===== config.mk =====
export PLATFORM = sky130hd
export DESIGN_NAME = cmcs_sequencer
export DESIGN_NICKNAME = d
export VERILOG_FILES = /design/src/rtl/cmcs_sequencer.v /design/src/rtl/cmcs_spi_slave.v
export VERILOG_INCLUDE_DIRS = /design/src /design/src/rtl
export SDC_FILE = /design/constraint.sdc
export NUM_CORES = 1
export LEC_CHECK = 0
export ABC_AREA = 1
export BUFFER_PORTS_ARGS = -buffer_cell sky130_fd_sc_hd__buf_2
export CAP_MARGIN = 10
export CORE_MARGIN = 3
export CORE_UTILIZATION = 30
export CTS_CLUSTER_SIZE = 14
export DETAILED_ROUTE_END_ITERATION = 16
export PLACE_DENSITY_LB_ADDON = 0.25
export SKIP_LAST_GASP = 1
export SYNTH_ARGS = -nofsm -noshare
export SYNTH_HDL_FRONTEND = slang
export SYNTH_HIERARCHICAL = 1
export SYNTH_SLANG_ARGS = --single-unit
export TNS_END_PERCENT = 100

===== constraint.sdc =====
create_clock -name clk_sys -period 10.25 [get_ports clk_sys]
set_input_delay 3.075 -clock clk_sys [delete_from_list [all_inputs] [get_ports clk_sys]]
set_output_delay 3.075 -clock clk_sys [all_outputs]
set_load 0.05 [all_outputs]

===== src/rtl/cmcs_defines.vh =====
// Constants of the cell monitor conversion sequencer.
// How it works
// - One start launches the whole programmed sequence, up to twelve channels.
// - Chip select rising edge starts the sequence when software start selected.
// - After reset the start pin is the start source until control selects serial.
// - Default sequence converts six voltages then six temperatures.
// - Sequence field also offers six voltages plus three temperatures, or voltages only.
// - Each channel result goes into its own result register at conversion end.
// - Each slot lasts at least one microsecond; that is the reset default. Here the first slot skips acquisition and takes only the 600 ns conversion.
// - A control field lengthens acquisition, extending every slot after the first.
// - Averaging takes 2, 4 or 8 conversions per channel and stores the mean.
// - Averaging resets to zero, meaning one conversion per channel.
// - Host reads results and registers over the four wire serial link.
// - Alert is raised when any result is above upper or below lower threshold.
// - Six balance outputs follow their register bits.
// - In a chain, data goes down the link and control is relayed up.
// - Voltage channel n is input n minus input n-1, cells one to six.
// - A temperature multiplexer selects one of six inputs per temperature slot.
// - Results are twelve bit straight binary.
// - Voltage span is 1V to 5V, temperature span 0V to 5V.
// - Voltage LSB is 976 uV, temperature LSB 1.22 mV, over 4096 codes.
// - Start pin falling edge starts the first conversion; each end starts the next.
// - Sequence codes: 00 all, 01 six plus three, 10 voltage only, 11 self test.
// - Acquisition defaults to 400 ns, steps of 400 ns up to 1.6 us.
`ifndef CMCS_DEFINES_VH
`define CMCS_DEFINES_VH
`define CMCS_CLK_MHZ 25
`define CMCS_SLOT_NS 1000
`define CMCS_ACQ_STEP_NS 400
`define CMCS_CONV_NS (`CMCS_SLOT_NS - `CMCS_ACQ_STEP_NS)
`define CMCS_CONV_CYC ((`CMCS_CONV_NS * `CMCS_CLK_MHZ + 999) / 1000)
`define CMCS_ACQ_STEP_CYC ((`CMCS_ACQ_STEP_NS * `CMCS_CLK_MHZ + 999) / 1000)
`define CMCS_SEQ_ALL 2'b00
`define CMCS_SEQ_HALF_T 2'b01
`define CMCS_SEQ_V_ONLY 2'b10
`define CMCS_SEQ_SELF 2'b11
`define CMCS_SELF_CODE 12'h800
`define CMCS_CH_COUNT 12
`define CMCS_CTRL_RESET 16'h0000
`define CMCS_CMD_WRITE 1'b1
`define CMCS_ADDR_CTRL 5'h0c
`define CMCS_ADDR_UPPER 5'h0d
`define CMCS_ADDR_LOWER 5'h0e
`define CMCS_ADDR_BAL 5'h0f
`define CMCS_ADDR_STAT 5'h10
`define CMCS_CTRL_SEQ_HI 15
`define CMCS_CTRL_SEQ_LO 14
`define CMCS_CTRL_AVG_HI 13
`define CMCS_CTRL_AVG_LO 12
`define CMCS_CTRL_SWST 7
`define CMCS_CTRL_ACQ_HI 6
`define CMCS_CTRL_ACQ_LO 5
`define CMCS_UPPER_RESET 12'hfff
`define CMCS_LOWER_RESET 12'h000
`endif


===== src/rtl/cmcs_sequencer.v =====
// Conversion sequencer, control registers, result store and alert.
`timescale 1ns/100ps
`include "cmcs_defines.vh"
module cmcs_sequencer #(
  parameter ADC_BITS = 12,
  parameter N_CELLS = 6
) (
  input wire clk_sys, // System clock, 25 MHz.
  input wire reset, // Asynchronous reset, active high.
  input wire conversion_start_pin, // Start pin, active on falling edge.
  input wire sclk_pin, // Serial clock from host.
  input wire cs_n_pin, // Serial chip select, active low.
  input wire sdi_pin, // Serial data in.
  output wire sdo_pin, // Serial data out.
  input wire [ADC_BITS-1:0] adc_code, // Converter code for the selected input.
  output reg [2:0] cell_voltage_inputs_sel, // Cell pair: n picks input n minus n-1.
  output reg [2:0] temperature_inputs_sel, // Temperature input 1 to 6.
  output reg mux_is_temp, // High while a temperature slot runs.
  output reg track_hold_n, // Low while the held sample converts.
  output reg self_test, // High during self-test slots.
  output reg busy, // Sequence in progress.
  output reg alert, // Limit alert.
  output reg [N_CELLS-1:0] balance, // Cell balance drives.
  input wire chain_sdi_hi, // Data from the device above.
  output reg chain_sdo_hi, // Relay of host data up the chain.
  output reg chain_cs_hi, // Relay of chip select up the chain.
  output reg chain_sclk_hi // Relay of serial clock up the chain.
);

  // ********************************************************************
  // Declarations
  // ********************************************************************
  localparam ST_IDLE = 4'b0001;
  localparam ST_ACQ = 4'b0010;
  localparam ST_CONV = 4'b0100;
  localparam ST_STORE = 4'b1000;
  localparam [31:0] CONV_LOAD = `CMCS_CONV_CYC - 1;

  reg [3:0] state_reg;
  reg [15:0] ctrl_reg;
  reg [ADC_BITS-1:0] upper_reg;
  reg [ADC_BITS-1:0] lower_reg;
  reg [ADC_BITS-1:0] result_mem [0:`CMCS_CH_COUNT-1];
  reg [3:0] slot_reg;
  reg [3:0] slot_last_reg;
  reg [3:0] avg_cnt_reg;
  reg [ADC_BITS+2:0] acc_reg;
  reg [7:0] timer_reg;
  reg [1:0] start_sync_reg;
  reg start_last_reg;
  reg [1:0] chain_sync_reg;
  reg [ADC_BITS-1:0] read_word;
  reg [ADC_BITS-1:0] stored_value;
  wire frame_done;
  wire cs_rise;
  wire [23:0] rx_word;
  wire pin_fall;
  wire start_req;
  wire [4:0] rx_addr;
  wire [15:0] rx_data;
  wire [3:0] avg_total;
  wire [7:0] acq_cyc;
  wire [ADC_BITS+2:0] acc_sum;
  wire [N_CELLS*2-1:0] out_of_range;
  integer i;
  wire spi_sdo;
  wire [31:0] acq_full;
  wire [3:0] store_idx;
  reg [2:0] relay_sync_reg;

  // ********************************************************************
  // Serial link
  // ********************************************************************
  cmcs_spi_slave #(
    .FRAME_BITS(24)
  ) u_spi (
    .clk_sys(clk_sys),
    .reset(reset),
    .sclk_pin(sclk_pin),
    .cs_n_pin(cs_n_pin),
    .sdi_pin(sdi_pin),
    .tx_word({4'h0, read_word}),
    .sdo(spi_sdo),
    .frame_done(frame_done),
    .cs_rise(cs_rise),
    .rx_word(rx_word)
  );

  // Frame is write flag, 2 spare bits, 5-bit address, 16-bit data.
  assign rx_addr = rx_word[20:16];
  assign rx_data = rx_word[15:0];

  // Read word is whatever address was named in the previous frame.
  reg [4:0] rd_addr_reg;
  always @* begin
    read_word = {ADC_BITS{1'b0}};
    if (rd_addr_reg < `CMCS_CH_COUNT) begin
      read_word = result_mem[rd_addr_reg[3:0]];
    end else if (rd_addr_reg == `CMCS_ADDR_CTRL) begin
      read_word = ctrl_reg[ADC_BITS-1:0];
    end else if (rd_addr_reg == `CMCS_ADDR_UPPER) begin
      read_word = upper_reg;
    end else if (rd_addr_reg == `CMCS_ADDR_LOWER) begin
      read_word = lower_reg;
    end else if (rd_addr_reg == `CMCS_ADDR_BAL) begin
      read_word = {{(ADC_BITS-N_CELLS){1'b0}}, balance};
    end else if (rd_addr_reg == `CMCS_ADDR_STAT) begin
      read_word = {{(ADC_BITS-2){1'b0}}, alert, busy};
    end
  end

  // Host writes; the control word upper nibble is only visible via effect.
  always @(posedge clk_sys or posedge reset) begin
    if (reset) begin
      ctrl_reg <= `CMCS_CTRL_RESET;
      upper_reg <= `CMCS_UPPER_RESET;
      lower_reg <= `CMCS_LOWER_RESET;
      balance <= {N_CELLS{1'b0}};
      rd_addr_reg <= 5'h00;
    end else if (frame_done) begin
      rd_addr_reg <= rx_addr;
      if (rx_word[23] == `CMCS_CMD_WRITE) begin
        if (rx_addr == `CMCS_ADDR_CTRL) begin
          ctrl_reg <= rx_data;
        end
        if (rx_addr == `CMCS_ADDR_UPPER) begin
          upper_reg <= rx_data[ADC_BITS-1:0];
        end
        if (rx_addr == `CMCS_ADDR_LOWER) begin
          lower_reg <= rx_data[ADC_BITS-1:0];
        end
        if (rx_addr == `CMCS_ADDR_BAL) begin
          balance <= rx_data[N_CELLS-1:0];
        end
      end
    end
  end

  // ********************************************************************
  // Daisy chain relay
  // ********************************************************************
  // Control goes up through two flops like any pin; data from above joins the link.
  always @(posedge clk_sys or posedge reset) begin
    if (reset) begin
      relay_sync_reg <= 3'b010;
      chain_sdo_hi <= 1'b0;
      chain_cs_hi <= 1'b1;
      chain_sclk_hi <= 1'b0;
      chain_sync_reg <= 2'b00;
    end else begin
      relay_sync_reg <= {sdi_pin, cs_n_pin, sclk_pin};
      chain_sdo_hi <= relay_sync_reg[2];
      chain_cs_hi <= relay_sync_reg[1];
      chain_sclk_hi <= relay_sync_reg[0];
      chain_sync_reg <= {chain_sync_reg[0], chain_sdi_hi};
    end
  end

  // Silent devices above hold their line low, so a plain OR merges the two.
  assign sdo_pin = spi_sdo | chain_sync_reg[1];

  // ********************************************************************
  // Start detection
  // ********************************************************************
  always @(posedge clk_sys or posedge reset) begin
    if (reset) begin
      start_sync_reg <= 2'b11;
      start_last_reg <= 1'b1;
    end else begin
      start_sync_reg <= {start_sync_reg[0], conversion_start_pin};
      start_last_reg <= start_sync_reg[1];
    end
  end

  assign pin_fall = ~start_sync_reg[1] & start_last_reg;
  // Only one source is live at a time, chosen by the software-start bit.
  assign start_req = ctrl_reg[`CMCS_CTRL_SWST] ? cs_rise : pin_fall;

  // ********************************************************************
  // Timing
  // ********************************************************************
  // Acquisition is one to four steps of 400 ns.
  assign acq_full = (ctrl_reg[`CMCS_CTRL_ACQ_HI:`CMCS_CTRL_ACQ_LO] + 32'd1)
                    * `CMCS_ACQ_STEP_CYC;
  assign acq_cyc = acq_full[7:0];
  // Averaging code 0 means one conversion, then 2, 4, 8.
  assign avg_total = 4'h1 << ctrl_reg[`CMCS_CTRL_AVG_HI:`CMCS_CTRL_AVG_LO];
  // Temperature results land by input number, so a short sequence skips registers.
  assign store_idx = mux_is_temp ? 4'd5 + {1'b0, temperature_inputs_sel} : slot_reg;
  assign acc_sum = acc_reg + {3'b000, (self_test ? `CMCS_SELF_CODE : adc_code)};

  // Last slot index depends on the sequence field.
  always @* begin
    case (ctrl_reg[`CMCS_CTRL_SEQ_HI:`CMCS_CTRL_SEQ_LO])
      `CMCS_SEQ_ALL: slot_last_reg = 4'd11;
      `CMCS_SEQ_HALF_T: slot_last_reg = 4'd8;
      default: slot_last_reg = 4'd5;
    endcase
  end

  // Averaged value; a power-of-two shift keeps the 12-bit format.
  always @* begin
    case (ctrl_reg[`CMCS_CTRL_AVG_HI:`CMCS_CTRL_AVG_LO])
      2'd1: stored_value = acc_sum[ADC_BITS:1];
      2'd2: stored_value = acc_sum[ADC_BITS+1:2];
      2'd3: stored_value = acc_sum[ADC_BITS+2:3];
      default: stored_value = acc_sum[ADC_BITS-1:0];
    endcase
  end

  // ********************************************************************
  // Sequencer
  // ********************************************************************
  // Each slot after the first: acquisition then conversion, together at least 1 us; the first slot goes straight to conversion.
  always @(posedge clk_sys or posedge reset) begin
    if (reset) begin
      state_reg <= ST_IDLE;
      slot_reg <= 4'h0;
      avg_cnt_reg <= 4'h0;
      acc_reg <= {(ADC_BITS+3){1'b0}};
      timer_reg <= 8'h00;
      busy <= 1'b0;
      track_hold_n <= 1'b1;
      cell_voltage_inputs_sel <= 3'd6;
      temperature_inputs_sel <= 3'd1;
      mux_is_temp <= 1'b0;
      self_test <= 1'b0;
      for (i = 0; i < `CMCS_CH_COUNT; i = i + 1) begin
        result_mem[i] <= {ADC_BITS{1'b0}};
      end
    end else begin
      case (state_reg)
        ST_IDLE: begin
          // Starts during a sequence are dropped, not queued.
          if (start_req) begin
            busy <= 1'b1;
            slot_reg <= 4'h0;
            avg_cnt_reg <= 4'h0;
            acc_reg <= {(ADC_BITS+3){1'b0}};
            self_test <= (ctrl_reg[`CMCS_CTRL_SEQ_HI:`CMCS_CTRL_SEQ_LO] == `CMCS_SEQ_SELF);
            track_hold_n <= 1'b0;
            timer_reg <= CONV_LOAD[7:0];
            state_reg <= ST_CONV;
          end
        end
        ST_ACQ: begin
          if (timer_reg == 8'h00) begin
            track_hold_n <= 1'b0;
            timer_reg <= CONV_LOAD[7:0];
            state_reg <= ST_CONV;
          end else begin
            timer_reg <= timer_reg - 8'h01;
          end
        end
        ST_CONV: begin
          if (timer_reg == 8'h00) begin
            state_reg <= ST_STORE;
          end else begin
            timer_reg <= timer_reg - 8'h01;
          end
        end
        ST_STORE: begin
          track_hold_n <= 1'b1;
          if (avg_cnt_reg + 4'h1 < avg_total) begin
            acc_reg <= acc_sum;
            avg_cnt_reg <= avg_cnt_reg + 4'h1;
          end else begin
            result_mem[store_idx] <= stored_value;
            acc_reg <= {(ADC_BITS+3){1'b0}};
            avg_cnt_reg <= 4'h0;
            if (slot_reg == slot_last_reg) begin
              slot_reg <= 4'h0;
              cell_voltage_inputs_sel <= 3'd6;
              mux_is_temp <= 1'b0;
              temperature_inputs_sel <= 3'd1;
              self_test <= 1'b0;
            end else begin
              slot_reg <= slot_reg + 4'h1;
              if (slot_reg < 4'd5) begin
                cell_voltage_inputs_sel <= cell_voltage_inputs_sel - 3'd1;
              end else begin
                mux_is_temp <= 1'b1;
                if (slot_reg != 4'd5) begin
                  temperature_inputs_sel <= temperature_inputs_sel +
                    ((ctrl_reg[`CMCS_CTRL_SEQ_HI:`CMCS_CTRL_SEQ_LO] == `CMCS_SEQ_HALF_T)
                     ? 3'd2 : 3'd1);
                end
              end
            end
          end
          if (avg_cnt_reg + 4'h1 >= avg_total && slot_reg == slot_last_reg) begin
            busy <= 1'b0;
            state_reg <= ST_IDLE;
          end else begin
            timer_reg <= acq_cyc - 8'h01;
            state_reg <= ST_ACQ;
          end
        end
        default: state_reg <= ST_IDLE;
      endcase
    end
  end

  // ********************************************************************
  // Alert
  // ********************************************************************
  // Voltage and temperature slots share one pair of thresholds.
  genvar g;
  generate
    for (g = 0; g < N_CELLS * 2; g = g + 1) begin : g_lim
      assign out_of_range[g] = (result_mem[g] > upper_reg) | (result_mem[g] < lower_reg);
    end
  endgenerate

  always @(posedge clk_sys or posedge reset) begin
    if (reset) begin
      alert <= 1'b0;
    end else begin
      alert <= |out_of_range;
    end
  end

endmodule // cmcs_sequencer


===== src/rtl/cmcs_spi_slave.v =====
// Serial slave: samples the four-wire link and frames 24-bit words.
`timescale 1ns/100ps
module cmcs_spi_slave #(
  parameter FRAME_BITS = 24
) (
  input wire clk_sys, // System clock.
  input wire reset, // Asynchronous reset, active high.
  input wire sclk_pin, // Serial clock from the host.
  input wire cs_n_pin, // Chip select from the host, active low.
  input wire sdi_pin, // Serial data from the host.
  input wire [15:0] tx_word, // Word shifted out during a read frame.
  output reg sdo, // Serial data to the host.
  output reg frame_done, // Pulse: a full frame was received.
  output reg cs_rise, // Pulse: chip select went high.
  output reg [FRAME_BITS-1:0] rx_word // Last frame received.
);

  // ********************************************************************
  // Synchronisers
  // ********************************************************************
  reg [1:0] sclk_sync_reg;
  reg [1:0] cs_sync_reg;
  reg [1:0] sdi_sync_reg;
  reg sclk_last_reg;
  reg cs_last_reg;
  reg [FRAME_BITS-1:0] shift_reg;
  reg [4:0] count_reg;
  reg [15:0] tx_shift_reg;
  wire sclk_rise;
  wire sclk_fall;

  // Pins are foreign to clk_sys, so each passes two flops first.
  always @(posedge clk_sys or posedge reset) begin
    if (reset) begin
      sclk_sync_reg <= 2'b00;
      cs_sync_reg <= 2'b11;
      sdi_sync_reg <= 2'b00;
      sclk_last_reg <= 1'b0;
      cs_last_reg <= 1'b1;
    end else begin
      sclk_sync_reg <= {sclk_sync_reg[0], sclk_pin};
      cs_sync_reg <= {cs_sync_reg[0], cs_n_pin};
      sdi_sync_reg <= {sdi_sync_reg[0], sdi_pin};
      sclk_last_reg <= sclk_sync_reg[1];
      cs_last_reg <= cs_sync_reg[1];
    end
  end

  assign sclk_rise = sclk_sync_reg[1] & ~sclk_last_reg;
  assign sclk_fall = ~sclk_sync_reg[1] & sclk_last_reg;

  // ********************************************************************
  // Framing
  // ********************************************************************
  // Data is taken on sclk rise and driven on sclk fall, mode 0 style.
  always @(posedge clk_sys or posedge reset) begin
    if (reset) begin
      shift_reg <= {FRAME_BITS{1'b0}};
      count_reg <= 5'h00;
      tx_shift_reg <= 16'h0000;
      sdo <= 1'b0;
      frame_done <= 1'b0;
      cs_rise <= 1'b0;
      rx_word <= {FRAME_BITS{1'b0}};
    end else begin
      frame_done <= 1'b0;
      cs_rise <= cs_sync_reg[1] & ~cs_last_reg;
      if (cs_sync_reg[1]) begin
        count_reg <= 5'h00;
        tx_shift_reg <= tx_word;
        sdo <= 1'b0;
      end else if (sclk_rise) begin
        shift_reg <= {shift_reg[FRAME_BITS-2:0], sdi_sync_reg[1]};
        if (count_reg == FRAME_BITS - 1) begin
          count_reg <= 5'h00;
          frame_done <= 1'b1;
          rx_word <= {shift_reg[FRAME_BITS-2:0], sdi_sync_reg[1]};
          tx_shift_reg <= tx_word;
        end else begin
          count_reg <= count_reg + 5'h01;
        end
      end else if (sclk_fall) begin
        sdo <= tx_shift_reg[15];
        tx_shift_reg <= {tx_shift_reg[14:0], 1'b0};
      end
    end
  end

endmodule // cmcs_spi_slave


==> flow_metrics.py <==
metrics = {
    "status": {
        "outcome": "finished clean",
    },
    "detailed_routing": {
        "drt-met1-wl_um": 34140,
        "vias": 19600,
        "top_layer": "met4",
        "drt_iter0_markers": 1608,
        "route.met3.wl_um": 5126,
        "wl_um": 74150,
        "routedWlPerCell_um": 18.73,
        "wl_met2_um": 32390,
        "ant_nets": 0,
        "viasPerCell": 4.950,
        "drc": 0,
        "first_pass_iters": 7,
    },
    "placed_design": {
        "io_buffers": 39,
        "hpwlAfterDp_um": 53280,
        "pre_cts_slack_ns": 4.446,
        "place_congestion": 0.8716,
        "dpl.cell_count": 3885,
    },
    "worst_setup_path": {
        "critical_path.slowest_cell": "nand4_1",
        "critPathMaxFanout": 12,
        "path_buf_inv": 4,
        "cpPeakStageDelay_ns": 0.81,
        "crit_path_end_kind": "register",
        "worstPathRequired_ns": 10.70,
        "path_class": "in -> reg",
        "arrival_ns": 5.76,
        "crit_top_cell": "nand3_1",
        "startpoint_type": "primary input",
        "path_cells": "buf_2, inv_1, nor2_1, ha_1, inv_1, fa_1, inv_1, nand3_1, nand3_2, nand3_1, nand3_1, nand2_1, nand3_1, nand4_1, nand2_1, nand2_1",
        "rrSetupSlack_ns": 6.56,
        "cp_top_family": "simple AND/OR/NAND/NOR gates",
    },
    "finish": {
        "fin_nets": 3294,
        "syn_to_final_growth_pct": 10.63,
        "drive_gt1_frac": 0.07500,
        "fin_cells": 3959,
        "mostFrequentLayoutCells": "nand2_1, ha_1, dfrtp_1",
        "n_antenna_cell": 0,
        "largest_reg_flops": 144,
        "nFillCells": 7868,
        "final_common_cell": "nand2_1",
    },
    "sta": {
        "skew_ns": 0.02207,
        "final-max-slew-violation-count": 0,
        "min_period_over_period": 0.5181,
        "worst_pin_slew_ns": 1.060,
        "setup_viol": 0,
        "setup_slack_ns": 4.940,
        "finalCriticalPeriod_ns": 5.310,
        "rsz0062_at_grt": "false",
        "fmax_mhz": 188.3,
        "slew_headroom": 0.2915,
        "final.setup.tns_ns": 0,
        "hold_ws_ns": 0.3452,
        "hold_viol": 0,
    },
    "yosys": {
        "syn_avg_cell_area_um2": 7.638,
        "syn_area_um2": 22550,
        "syn_inst": 2952,
        "yosysWarnings": 6,
    },
    "min_path": {
        "holdCritPathClass": "reg -> reg",
    },
    "die": {
        "core_um2": 73700,
        "die_area_um2": 78480,
        "die_w_um": 280.2,
        "num_rows": 99,
        "start_util": 0.3059,
        "dieHeight_um": 280.2,
        "io_pins": 40,
    },
    "global_routing": {
        "grt_usage": 0.1899,
        "antenna_found_initial": 0,
        "grt_pass1_wl_um": 114500,
        "grt_max_degree": 156,
        "gr-total-overflow": 0,
        "grt_pass1_vias": 18800,
    },
    "power": {
        "cellPowerDensity_nw_per_um2": 133.1,
        "vdd_drop_max_v": 0.0001265,
        "p_leak_uw": 0.01186,
        "finalPower_uw": 3321,
    },
    "clock_network": {
        "holdBufCountCts": 0,
        "root_buffer": "clkbuf_16",
        "cts_tree": "built",
        "cts.sinks": 329,
        "cts_resized": 0,
        "cts-buffers-inserted": 40,
        "htree_levels": 2,
        "clk_latency_ns": 0.57,
        "clockBufferDepth": 3,
        "clk_transition_reported_paths_ns": 0.06,
        "post_cts_buffers": 0,
    },
    "flow_run": {
        "maxCapViolCount": 0,
    },
}
-- worst reg2reg max path: cells and delay by family (launching register included) --
kind	cells	cell delay, ns
and+or+nand+nor	8	1.91
buffers and inverters	6	0.93
DFF	1	0.38
adders and majority gates	1	0.34
AOI/OAI and AO/OA	1	0.06
-- per-layer routing --
metal | GRT usage | up-vias
li1 | - | 9724
met1 | 0.2659 | 9207
met2 | 0.2929 | 534
met3 | 0.03944 | 134
met4 | 0.06042 | 0
met5 | 0 | -
-- cell type report --
| type | instances | area (um^2) | area share |
|---|---|---|---|
| repair buffers | 56 | 335.3 | 0.01344 |
| flip-flops and latches | 329 | 8264 | 0.3313 |
| well taps | 959 | 1200 | 0.04810 |
| clock inverters | 12 | 131.4 | 0.005267 |
| clock buffers | 62 | 1205 | 0.04830 |
| multi-input cells | 2227 | 12620 | 0.5060 |
| inverters | 314 | 1187 | 0.04760 |
-- power breakdown --
part           switching [uW]  total, uW  internal [uW]  leakage [uW]
logic                     302        435            133       0.00753
clock network             598       1460            863      0.000656
registers                59.4       1420           1370       0.00367
-- metrics by stage --
stage / area, um^2 / utilization
final: 24950 / 0.3385
after global routing: 24950 / 0.3385
after CTS: 24950 / 0.3385
after detailed placement: 23610 / 0.3203
after global placement: 23610 / 0.3203
after floorplan: 22560 / -
-- worst paths after layout --
check,cells after the start,startpoint,endpoint
setup / recovery,16,adc_code[0],result_mem[33]$_DFFE_PP0P_
hold / removal,0,chain_sync_reg[0]$_DFF_PP0_,chain_sync_reg[1]$_DFF_PP0_
setup reg to reg,16,ctrl_reg[12]$_DFFE_PP0P_,result_mem[142]$_DFFE_PP0P_
hold reg to reg,0,chain_sync_reg[0]$_DFF_PP0_,chain_sync_reg[1]$_DFF_PP0_
max in group asynchronous,3,reset,acc_reg[10]$_DFFE_PP0P_
min in group asynchronous,2,reset,u_spi/rx_word[20]$_DFFE_PP0P_
(Power assumes the default switching activity.)
